## config.mk

```make
export PLATFORM = sky130hd
export DESIGN_NAME = upc_top
export DESIGN_NICKNAME = d
export VERILOG_FILES = /design/src/rtl/upc_pkg.sv /design/src/rtl/upc_tx.sv /design/src/rtl/upc_rx.sv /design/src/rtl/upc_top.sv
export VERILOG_INCLUDE_DIRS = /design/src /design/src/rtl
export SDC_FILE = /design/constraint.sdc
export NUM_CORES = 1
export LEC_CHECK = 0
export BUFFER_PORTS_ARGS = -buffer_cell sky130_fd_sc_hd__buf_2
export CAP_MARGIN = 10
export CORE_ASPECT_RATIO = 0.9
export CORE_UTILIZATION = 65
export CTS_BUF_LIST = sky130_fd_sc_hd__clkbuf_2
export CTS_CLUSTER_SIZE = 28
export DETAILED_ROUTE_END_ITERATION = 10
export PLACE_DENSITY = 0.9
export SLEW_MARGIN = 15
export SYNTH_ARGS = -nofsm -noshare
export SYNTH_HDL_FRONTEND = slang
export SYNTH_HIERARCHICAL = 1
export SYNTH_SLANG_ARGS = --single-unit
```

## constraint.sdc

```tcl
create_clock -name clk -period 3.1 [get_ports clk]
set_input_delay 0.62 -clock clk [delete_from_list [all_inputs] [get_ports clk]]
set_output_delay 0.62 -clock clk [all_outputs]
set_load 0.03 [all_outputs]
```

## src/rtl/upc_regs.svh

```systemverilog
// Register offsets, field positions, reset values and timing counts of the serial control block
`ifndef UPC_REGS_SVH
`define UPC_REGS_SVH
// ====================
// Register offsets
`define UPC_OFS_CTL1 3'h0
`define UPC_OFS_CTL2 3'h1
`define UPC_OFS_STAT 3'h2
`define UPC_OFS_DATA 3'h3
`define UPC_OFS_AUX 3'h4
// ====================
// Control one fields
`define UPC_C1_LOOP 7
`define UPC_C1_EN 6
`define UPC_C1_INV 5
`define UPC_C1_LEN 4
`define UPC_C1_WAKE 3
`define UPC_C1_IDLE_COUNT_START_SELECT 2
`define UPC_C1_PEN 1
`define UPC_C1_PTY 0
// ====================
// Control two fields
`define UPC_C2_TEIE 7
`define UPC_C2_TX_DONE_IRQ_ENABLE 6
`define UPC_C2_RFIE 5
`define UPC_C2_IDLE_LINE_IRQ_ENABLE 4
`define UPC_C2_TE 3
`define UPC_C2_RE 2
`define UPC_C2_STBY 1
`define UPC_C2_SBK 0
// ====================
// Status fields
`define UPC_ST_TXE 7
`define UPC_ST_TC 6
`define UPC_ST_RXF 5
`define UPC_ST_IDLE 4
`define UPC_ST_FE 1
`define UPC_ST_PE 0
// ====================
// Reset values, frame lengths and bit timing
`define UPC_CTL_RST 8'h00
`define UPC_LEN_SHORT 4'hA
`define UPC_LEN_LONG 4'hB
`define UPC_BIT_CYCLES 16
`endif

```

## src/rtl/upc_pkg.sv

```systemverilog
// Types and shared frame helpers of the serial control block
`include "upc_regs.svh"
package upc_pkg;
  // ====================
  // Receiver states
  typedef enum logic [1:0] {
    UPC_RX_IDLE = 2'b00,
    UPC_RX_START = 2'b01,
    UPC_RX_DATA = 2'b10
  } upc_rx_e;

  // ====================
  // Parity bit for the data bits below the top data position
  function automatic logic upc_parity(input logic [8:0] d, input logic len, input logic odd);
    logic p;
    p = len ? ^d[7:0] : ^d[6:0];
    return p ^ odd;
  endfunction : upc_parity

  // Frame length in bits, start and stop included
  function automatic logic [3:0] upc_flen(input logic len);
    return len ? `UPC_LEN_LONG : `UPC_LEN_SHORT;
  endfunction : upc_flen
endpackage : upc_pkg

```

## src/rtl/upc_tx.sv

```systemverilog
// Transmit shifter: sends a frame vector LSB first, one bit per baud tick
module upc_tx
  import upc_pkg::*;
(
  // Clock and reset
  input wire logic clk,
  input wire logic nrst,
  // Control
  input wire logic clr,
  input wire logic tick,
  input wire logic load,
  input wire logic [10:0] frame,
  input wire logic [3:0] nbits,
  // Status and line
  output logic ser,
  output logic busy,
  output logic last
);
  typedef struct packed {
    logic [10:0] sh;
    logic [3:0] left;
    logic busy;
  } upc_tx_s;

  upc_tx_s s_q;
  upc_tx_s s_d;

  // Idle shifter holds all ones so the line rests high
  always_comb begin
    s_d = s_q;
    if (clr) begin
      s_d.sh = 11'h7FF;
      s_d.left = 4'h0;
      s_d.busy = 1'b0;
    end else if (load) begin
      s_d.sh = frame;
      s_d.left = nbits;
      s_d.busy = 1'b1;
    end else if (tick && s_q.busy) begin
      s_d.sh = {1'b1, s_q.sh[10:1]};
      s_d.left = s_q.left - 4'h1;
      s_d.busy = (s_q.left != 4'h1);
    end
  end

  always_ff @(posedge clk) begin
    if (!nrst) begin
      s_q <= '{sh: 11'h7FF, left: 4'h0, busy: 1'b0};
    end else begin
      s_q <= s_d;
    end
  end

  assign ser = s_q.sh[0];
  assign busy = s_q.busy;
  assign last = s_q.busy && (s_q.left == 4'h1);
endmodule : upc_tx

```

## src/rtl/upc_rx.sv

```systemverilog
// Receiver: mid-bit sampling of frames and counting of idle ones
`include "upc_regs.svh"
module upc_rx
  import upc_pkg::*;
#(
  parameter int unsigned DIV = `UPC_BIT_CYCLES
) (
  // Clock and reset
  input wire logic clk,
  input wire logic nrst,
  // Control
  input wire logic en,
  input wire logic line,
  input wire logic len,
  input wire logic idle_count_start_select,
  // Results
  output logic [8:0] data,
  output logic done,
  output logic ferr,
  output logic idle
);
  typedef struct packed {
    upc_rx_e st;
    logic [15:0] cnt;
    logic [3:0] left;
    logic [8:0] sh;
    logic [3:0] ones;
    logic done;
    logic ferr;
    logic idle;
  } upc_rx_s;

  localparam logic [15:0] FULL = 16'(DIV - 1);
  localparam logic [15:0] HALF = 16'(DIV / 2 - 1);
  upc_rx_s s_q;
  upc_rx_s s_d;

  // Frame sampling; the ones count pulses once when it reaches a frame length
  always_comb begin
    s_d = s_q;
    s_d.done = 1'b0;
    s_d.idle = 1'b0;
    if (!en) begin
      s_d.st = UPC_RX_IDLE;
      s_d.cnt = 16'h0000;
      s_d.ones = 4'h0;
    end else begin
      s_d.cnt = s_q.cnt + 16'h0001;
      case (s_q.st)
        UPC_RX_IDLE: begin
          if (!line) begin
            s_d.st = UPC_RX_START;
            s_d.cnt = 16'h0000;
          end else if (s_q.cnt == FULL) begin
            s_d.cnt = 16'h0000;
            if (s_q.ones != upc_flen(len)) begin
              s_d.ones = s_q.ones + 4'h1;
              s_d.idle = (s_q.ones + 4'h1 == upc_flen(len));
            end
          end
        end
        UPC_RX_START: begin
          if (s_q.cnt == HALF) begin
            s_d.cnt = 16'h0000;
            s_d.st = line ? UPC_RX_IDLE : UPC_RX_DATA;
            s_d.left = upc_flen(len) - 4'h1;
            if (!line && !idle_count_start_select) begin
              s_d.ones = 4'h0;
            end
          end
        end
        UPC_RX_DATA: begin
          if (s_q.cnt == FULL) begin
            s_d.cnt = 16'h0000;
            s_d.left = s_q.left - 4'h1;
            if (!idle_count_start_select) begin
              s_d.ones = line ? s_q.ones + 4'h1 : 4'h0;
            end
            if (s_q.left == 4'h1) begin
              s_d.st = UPC_RX_IDLE;
              s_d.done = 1'b1;
              s_d.ferr = !line;
              if (idle_count_start_select) begin
                s_d.ones = 4'h0;
              end
            end else begin
              s_d.sh = {line, s_q.sh[8:1]};
            end
          end
        end
        default: begin
          s_d.st = UPC_RX_IDLE;
        end
      endcase
    end
  end

  always_ff @(posedge clk) begin
    if (!nrst) begin
      s_q <= '0;
    end else begin
      s_q <= s_d;
    end
  end

  assign data = len ? s_q.sh : {1'b0, s_q.sh[8:1]};
  assign done = s_q.done;
  assign ferr = s_q.ferr;
  assign idle = s_q.idle;
endmodule : upc_rx

```

## src/rtl/upc_top.sv

```systemverilog
// Serial transceiver control: registers, pin ownership, frame sequencing and flags
// Functional notes
// Enabled module drives transmit pin as output
// Enabled module takes receive pin as input
// Loop select feeds transmitter into receiver
// Loop mode needs both enables set
// Module enable gates logic; clearing sets flags
// Inversion bit inverts every transmitted level
// Frames: start, 8 or 9 bits, stop
// Parity in top data bit, odd/even
// Wake by address mark or idle line
// Idle count starts after start or stop
// Do not change parity type mid-character
// Transmit requests gated by their enable bits
// Receive requests gated by their enable bits
// Transmitter enable sends all-ones preamble first
// Disabled transmitter finishes character, then idles
// Enable toggle mid-character queues idle character
// No enable writes while module disabled
// Receiver enable gates reception, flags kept
// Standby suppresses receive requests; wake clears it
// Break then single one, or repeats
// Break toggled early replaces the preamble
// Reset clears both control registers
// Empty flag: set on load, two-step clear
// Complete flag while nothing queued or sent
// Break is full frame of zeros
`include "upc_regs.svh"
module upc_top
  import upc_pkg::*;
#(
  parameter int unsigned BIT_CYCLES = `UPC_BIT_CYCLES
) (
  // Clock and reset
  input wire logic clk,
  input wire logic nrst,
  // Register port
  input wire logic [2:0] addr,
  input wire logic [7:0] wdata,
  input wire logic wr,
  input wire logic rd,
  output logic [7:0] rdata,
  // Port logic sharing the pins
  input wire logic port_tx_data,
  input wire logic port_rx_data,
  input wire logic tx_pin_direction_bit,
  input wire logic rx_pin_direction_bit,
  // Transmit pin
  output logic port_pin_tx_out,
  output logic port_pin_tx_oe,
  // Receive pin
  input wire logic port_pin_rx_in,
  output logic port_pin_rx_out,
  output logic port_pin_rx_oe,
  // Interrupt requests
  output logic tx_irq,
  output logic rx_irq
);
  typedef struct packed {
    logic [7:0] c1;
    logic [7:0] c2;
    logic txe;
    logic tc;
    logic rxf;
    logic idle;
    logic pe;
    logic fe;
    logic txe_arm;
    logic rx_arm;
    logic idle_arm;
    logic [7:0] tdr;
    logic t8;
    logic [8:0] rdr;
    logic pre_pend;
    logic brk_pend;
    logic one_pend;
    logic [15:0] bcnt;
    logic tick;
    logic [2:0] rsync;
    logic rline;
    logic [7:0] rdata;
  } upc_top_s;

  upc_top_s s_q;
  upc_top_s s_d;

  // ====================
  // Control bit views
  logic en, loop, inv, len, wake, idle_count_start_select, parity_enable, parity_type, te, re, stby, send_break;
  assign en = s_q.c1[`UPC_C1_EN];
  assign loop = s_q.c1[`UPC_C1_LOOP];
  assign inv = s_q.c1[`UPC_C1_INV];
  assign len = s_q.c1[`UPC_C1_LEN];
  assign wake = s_q.c1[`UPC_C1_WAKE];
  assign idle_count_start_select = s_q.c1[`UPC_C1_IDLE_COUNT_START_SELECT];
  assign parity_enable = s_q.c1[`UPC_C1_PEN];
  assign parity_type = s_q.c1[`UPC_C1_PTY];
  assign te = s_q.c2[`UPC_C2_TE];
  assign re = s_q.c2[`UPC_C2_RE];
  assign stby = s_q.c2[`UPC_C2_STBY];
  assign send_break = s_q.c2[`UPC_C2_SBK];

  // ====================
  // Transmit and receive engines
  logic tx_ser, tx_busy, tx_last, tx_load;
  logic [10:0] tx_frame;
  logic [3:0] tx_nbits;
  logic rx_line, rx_done, rx_ferr, rx_idle;
  logic [8:0] rx_data;

  upc_tx u_tx (
    .clk(clk),
    .nrst(nrst),
    .clr(!en),
    .tick(s_q.tick),
    .load(tx_load),
    .frame(tx_frame),
    .nbits(tx_nbits),
    .ser(tx_ser),
    .busy(tx_busy),
    .last(tx_last)
  );

  // Loop mode cuts the pin off and listens to our own shifter
  assign rx_line = loop ? tx_ser : s_q.rline;

  upc_rx #(
    .DIV(BIT_CYCLES)
  ) u_rx (
    .clk(clk),
    .nrst(nrst),
    .en(en && re),
    .line(rx_line),
    .len(len),
    .idle_count_start_select(idle_count_start_select),
    .data(rx_data),
    .done(rx_done),
    .ferr(rx_ferr),
    .idle(rx_idle)
  );

  // ====================
  // Frame choice: break beats the trailing one, the preamble and data
  logic [8:0] tx_word;
  logic can_load, want_brk;
  always_comb begin
    tx_word = {s_q.t8, s_q.tdr};
    if (parity_enable) begin
      if (len) begin
        tx_word[8] = upc_parity(tx_word, len, parity_type);
      end else begin
        tx_word[7] = upc_parity(tx_word, len, parity_type);
      end
    end
    can_load = en && te && s_q.tick && (!tx_busy || tx_last);
    want_brk = send_break || s_q.brk_pend;
    tx_load = 1'b0;
    tx_nbits = upc_flen(len);
    tx_frame = 11'h7FF;
    if (can_load) begin
      if (want_brk) begin
        tx_load = 1'b1;
        // In short frames the unsent top bit stays one so the line rests high if no frame follows
        tx_frame = len ? 11'h000 : 11'h400;
      end else if (s_q.one_pend) begin
        tx_load = 1'b1;
        tx_nbits = 4'h1;
      end else if (s_q.pre_pend) begin
        tx_load = 1'b1;
      end else if (!s_q.txe) begin
        tx_load = 1'b1;
        tx_frame = len ? {1'b1, tx_word, 1'b0} : {2'b11, tx_word[7:0], 1'b0};
      end
    end
  end

  // ====================
  // Receive result decode
  logic rx_msb, rx_perr;
  assign rx_msb = len ? rx_data[8] : rx_data[7];
  assign rx_perr = parity_enable && (rx_msb != upc_parity(rx_data, len, parity_type));

  // ====================
  // Register file, flags and sequencing; each status flag set is applied after its clear
  always_comb begin
    s_d = s_q;
    s_d.tick = 1'b0;
    s_d.rdata = 8'h00;
    // Three-stage synchroniser; a level counts once the last two agree
    s_d.rsync = {s_q.rsync[1:0], port_pin_rx_in};
    if (s_q.rsync[1] == s_q.rsync[2]) begin
      s_d.rline = s_q.rsync[2];
    end
    // Baud generator runs only while enabled
    if (en) begin
      s_d.bcnt = s_q.bcnt + 16'h0001;
      if (s_q.bcnt == 16'(BIT_CYCLES - 1)) begin
        s_d.bcnt = 16'h0000;
        s_d.tick = 1'b1;
      end
    end else begin
      s_d.bcnt = 16'h0000;
    end
    // Register reads: the status read arms the two-step clears
    if (rd) begin
      case (addr)
        `UPC_OFS_CTL1: s_d.rdata = s_q.c1;
        `UPC_OFS_CTL2: s_d.rdata = s_q.c2;
        `UPC_OFS_STAT: begin
          s_d.rdata = {s_q.txe, s_q.tc, s_q.rxf, s_q.idle, 2'b00, s_q.fe, s_q.pe};
          s_d.txe_arm = s_q.txe;
          s_d.rx_arm = s_q.rxf || s_q.idle || s_q.pe || s_q.fe;
        end
        `UPC_OFS_DATA: begin
          s_d.rdata = s_q.rdr[7:0];
          if (s_q.rx_arm) begin
            s_d.rxf = 1'b0;
            s_d.idle = 1'b0;
            s_d.pe = 1'b0;
            s_d.fe = 1'b0;
            s_d.rx_arm = 1'b0;
          end
        end
        `UPC_OFS_AUX: s_d.rdata = {6'h00, s_q.rdr[8], s_q.t8};
        default: s_d.rdata = 8'h00;
      endcase
    end
    // Register writes
    if (wr) begin
      case (addr)
        `UPC_OFS_CTL1: s_d.c1 = wdata;
        `UPC_OFS_CTL2: begin
          s_d.c2 = wdata;
          if (wdata[`UPC_C2_TE] && !te) begin
            s_d.pre_pend = 1'b1;
          end
          if (wdata[`UPC_C2_SBK] && !send_break) begin
            s_d.brk_pend = 1'b1;
          end
        end
        `UPC_OFS_DATA: begin
          s_d.tdr = wdata;
          if (s_q.txe_arm) begin
            s_d.txe = 1'b0;
            s_d.txe_arm = 1'b0;
          end
        end
        `UPC_OFS_AUX: s_d.t8 = wdata[0];
        default: begin
        end
      endcase
    end
    // Transmit sequencing
    if (tx_load) begin
      if (want_brk) begin
        s_d.brk_pend = 1'b0;
        s_d.pre_pend = 1'b0;
        s_d.one_pend = 1'b1;
      end else if (s_q.one_pend) begin
        s_d.one_pend = 1'b0;
      end else if (s_q.pre_pend) begin
        s_d.pre_pend = 1'b0;
      end else begin
        s_d.txe = 1'b1;
      end
    end
    // Receive results
    if (rx_done) begin
      if (!stby || (wake && rx_msb)) begin
        if (stby) begin
          s_d.c2[`UPC_C2_STBY] = 1'b0;
        end
        if (!s_d.rxf) begin
          s_d.rdr = rx_data;
        end
        s_d.rxf = 1'b1;
        s_d.pe = s_d.pe || rx_perr;
        s_d.fe = s_d.fe || rx_ferr;
        s_d.idle_arm = 1'b1;
      end
    end
    if (rx_idle) begin
      if (stby && !wake) begin
        s_d.c2[`UPC_C2_STBY] = 1'b0;
      end else if (!stby && s_q.idle_arm) begin
        s_d.idle = 1'b1;
        s_d.idle_arm = 1'b0;
      end
    end
    // A disabled module reports an empty, finished transmitter
    if (!en) begin
      s_d.txe = 1'b1;
      s_d.tc = 1'b1;
      s_d.pre_pend = 1'b0;
      s_d.brk_pend = 1'b0;
      s_d.one_pend = 1'b0;
    end else begin
      s_d.tc = s_d.txe && !tx_busy && !tx_load && !s_d.pre_pend && !s_d.brk_pend && !s_d.one_pend;
    end
  end

  // Control registers clear on reset; the empty and complete flags start set
  always_ff @(posedge clk) begin
    if (!nrst) begin
      s_q <= '0;
      s_q.c1 <= `UPC_CTL_RST;
      s_q.c2 <= `UPC_CTL_RST;
      s_q.txe <= 1'b1;
      s_q.tc <= 1'b1;
      s_q.rsync <= 3'h7;
      s_q.rline <= 1'b1;
    end else begin
      s_q <= s_d;
    end
  end

  // ====================
  // Pin ownership and request lines
  assign port_pin_tx_out = en ? (tx_ser ^ inv) : port_tx_data;
  assign port_pin_tx_oe = en || tx_pin_direction_bit;
  assign port_pin_rx_out = port_rx_data;
  assign port_pin_rx_oe = !en && rx_pin_direction_bit;
  assign tx_irq = en && ((s_q.txe && s_q.c2[`UPC_C2_TEIE]) || (s_q.tc && s_q.c2[`UPC_C2_TX_DONE_IRQ_ENABLE]));
  assign rx_irq = !stby && ((s_q.rxf && s_q.c2[`UPC_C2_RFIE]) || (s_q.idle && s_q.c2[`UPC_C2_IDLE_LINE_IRQ_ENABLE]));
  assign rdata = s_q.rdata;
endmodule : upc_top

```

==> qor.csv <==
stage,metric,value,unit
placed_design,Placed Area,6640,um^2
setup_path,worst path arrival time,1.76,ns
yosys,"FFs w/ async S/R, synth",0,%
setup_path,Worst Path Max Fanout,12,
drt,Via-to-Cell Ratio,6.12,
global_routing,largest net degree at the start of global routing,49,
power_and_ir_drop,Tot Pwr,0.00281,W
timing,Min Hold Slack,0.148,ns
global_routing,vias in the first global route,5091,
setup_path,Worst Setup End Kind,output port,
global_routing,global-route wire length before repair,24000,um
layout,final net count,775,
timing,RSZ-0062 raised after global routing,no,
yosys,Post-synth EDFFs,0,
yosys,ys flop type,dfxtp_1,
yosys,"Avg Cell Area, Syn",8.93,um^2
clock_tree,Post-CTS Setup Repair Bufs,0,
setup_path,flop-to-flop setup slack,0.83,ns
power_and_ir_drop,Peak VDD IR,0.000428,V
timing,Final min period,2.38,ns
clock_tree,CTS Sinks,129,
power_and_ir_drop,power per cell area,409,nW/um^2
yosys,Synthesized Nets,763,
drt,DR iter-0 viols,372,
global_routing,GRT Total Usage,28.9,%
die,Die Span X,108,um
drt,DRC errors left,0,
timing,Max transition margin,33.2,%
timing,crit share post-route,76.8,%
clock_tree,CTS tree,done,
placed_design,Setup WS pre-CTS,0.859,ns
yosys,Synth Register Bits,129,
drt,wire per inst,16.1,um
setup_path,critical setup path kind,flop to output port,
drt,final wirelength,14200,um
drt,remaining antenna violation count,0,
die,Starting Density,67.3,%
clock_tree,maximum buffer depth of the clock tree,2,
clock_tree,clk slew on worst S/H paths,0.15,ns
timing,# setup viols final,0,
min_path,worst hold path type,primary input to flop,
placed_design,HPWL after DPL,10200,um
clock_tree,Worst-Skew Late Latency,0.67,ns
timing,fin worst setup slack,0.720,ns
yosys,synth warn,6,
yosys,Post-Synthesis Cells,731,
job,max-cap viol count,0,
global_routing,GRT Residual Overflow,0,
timing,Worst Skew,0.0358,ns
placed_design,routability cong.,0.894,
status,status,"complete, no violations",
setup_path,cells on worst reg2reg path,7,
yosys,post-synthesis sequential area ratio,39.6,%
layout,share of cells above drive strength 1,12.7,%
clock_tree,H-tree Lvls,4,
clock_tree,# hold bufs at CTS,0,
global_routing,initial antenna violation count,0,
power_and_ir_drop,leakage power,2.64,nW
timing,final hold vios,0,
min_path,Hold Path Depth,2,
clock_tree,CTS resizes,0,
layout,Fillers,708,
timing,f_max,420,MHz
layout,cell area after layout,6870,um^2
die,core area,9700,um^2
yosys,Post-Syn Area,6530,um^2
die,die area,10400,um^2
layout,number of diodes,0,
placed_design,I/O Buffers,31,
timing,Max Slew Vio Count,0,
die,Die H,97.1,um
timing,Worst Tran Pin Value,1.00,ns
die,site row count,34,
timing,setup_tns,0,ns
yosys,post-synth cell types,69,
drt,TritonRoute pass-1 iters,5,
die,I/O pin count,34,
clock_tree,CTS root buf,clkbuf_2,
layout,Layout area overhead,5.16,%
setup_path,startpoint types,flop,
setup_path,data required time of the critical path,2.48,ns
drt,via count,5387,
clock_tree,Num CTS Buffers,17,
-- report_power, final --
part	internal [W]	total, W	switching (W)
Clock	0.000443	0.00101	0.000571
Combinational	0.0000477	0.000116	0.0000681
Sequential	0.00167	0.00168	0.0000114
-- cell families after synthesis --
family                   Yosys count  synth area share, %
flip-flops                       129                 39.6
buffers and inverters             61                 4.66
AO/OA/AOI/OAI                    143                 15.7
adder cells (fa/ha/maj)           12                 2.30
multiplexers                      45                 7.49
AND/OR/NAND/NOR                  293                 23.7
XOR/XNOR                          47                 6.52
other                              1               0.0574
-- layout by cell type (no fill, tap or decap), types with 8 or more instances in the layout --
| cell | netlist | routed |
|---|---|---|
| dfxtp_1 | 129 | 129 |
| nor2_1 | 70 | 70 |
| nand2_1 | 68 | 68 |
| nor2b_1 | 33 | 33 |
| mux2i_1 | 32 | 32 |
| buf_2 | 9 | 31 |
| xnor2_1 | 29 | 29 |
| o21ai_0 | 28 | 28 |
| a21boi_0 | 26 | 26 |
| nand3_1 | 24 | 24 |
| and3_1 | 23 | 23 |
| clkbuf_2 | 0 | 21 |
| inv_1 | 19 | 19 |
| xor2_1 | 17 | 17 |
| a21oi_1 | 14 | 14 |
| nand4_1 | 12 | 12 |
| ha_1 | 12 | 12 |
| a211oi_1 | 13 | 12 |
| mux2_2 | 11 | 11 |
| nand2b_1 | 9 | 9 |
| or3_1 | 9 | 9 |
| a21o_1 | 8 | 8 |
-- through the flow --
stage	util, %	instances
2_1_floorplan	-	731
3_3_place_gp	68.5	850
3_5_place_dp	68.5	850
4_1_cts	70.8	880
5_1_grt	70.8	880
6_report	70.8	880
-- sequential cells by signal (all words and copies together) (netlist names) --
name                     count
parity_type                  1
u_rx/idle                    1
u_tx/ser                     1
len                          1
u_rx/ferr                    1
u_tx/busy                    1
u_rx/s_q                    35
parity_enable                1
idle_count_start_select      1
s_d                          2
en                           1
u_tx/s_q                    14
u_rx/done                    1
rdata                        8
loop                         1
inv                          1
s_q                         57
re                           1
-- final timing paths --
| path | endpoint | start |
|---|---|---|
| max | tx_irq | en |
| min | s_d[10] | port_pin_rx_in |
| max reg2reg | u_rx/s_q[11] | u_rx/s_q[36] |
| min reg2reg | s_d[11] | s_d[10] |
-- layer usage --
| metal | track usage (%) | up-vias | wire [um] |
|---|---|---|---|
| met5 | 0 | - | 0 |
| met4 | 12.3 | 0 | 357 |
| met3 | 6.04 | 47 | 1040 |
| met2 | 46.9 | 231 | 6630 |
| met1 | 37.0 | 2506 | 6140 |
| li1 | - | 2603 | - |
-- synth_stat cells, drive strengths merged (4+ instances only) --
| cell type | n | share of area [%] |
|---|---|---|
| a211oi | 13 | 1.5 |
| a21boi | 29 | 3.3 |
| a21o | 9 | 1.1 |
| a21oi | 14 | 1.1 |
| a22oi | 7 | 0.80 |
| a31oi | 7 | 0.67 |
| and2 | 6 | 0.57 |
| and3 | 24 | 2.3 |
| and4 | 5 | 0.69 |
| buf | 24 | 2.5 |
| clkbuf | 18 | 1.0 |
| dfxtp | 129 | 40 |
| ha | 12 | 2.3 |
| inv | 19 | 1.1 |
| mux2 | 11 | 1.9 |
| mux2i | 33 | 5.3 |
| nand2 | 69 | 4.0 |
| nand2b | 9 | 0.86 |
| nand3 | 24 | 1.8 |
| nand3b | 4 | 0.46 |
| nand4 | 13 | 1.3 |
| nor2 | 70 | 4.0 |
| nor2b | 34 | 3.3 |
| nor3 | 7 | 0.54 |
| nor4 | 10 | 1.7 |
| o211a | 5 | 0.77 |
| o21ai | 29 | 2.2 |
| o22a | 6 | 0.80 |
| or3 | 9 | 0.86 |
| xnor2 | 29 | 3.9 |
| xor2 | 17 | 2.3 |
-- final cells by class --
class	count	area, um^2	area share (%)
clock buffer	21	105	1.53
clock inverter	9	116	1.69
inverter	19	71.3	1.04
multi-input combinational	541	3650	53.1
sequential	129	2580	37.6
tap	126	158	2.30
timing repair buffer	35	185	2.70
-- critical path, stage by stage (launching register included) --
cell and delay [ns]:
dfxtp_1 0.66, inv_1 0.11, nor2_1 0.13, buf_2 0.20
(Power assumes the default switching activity.)
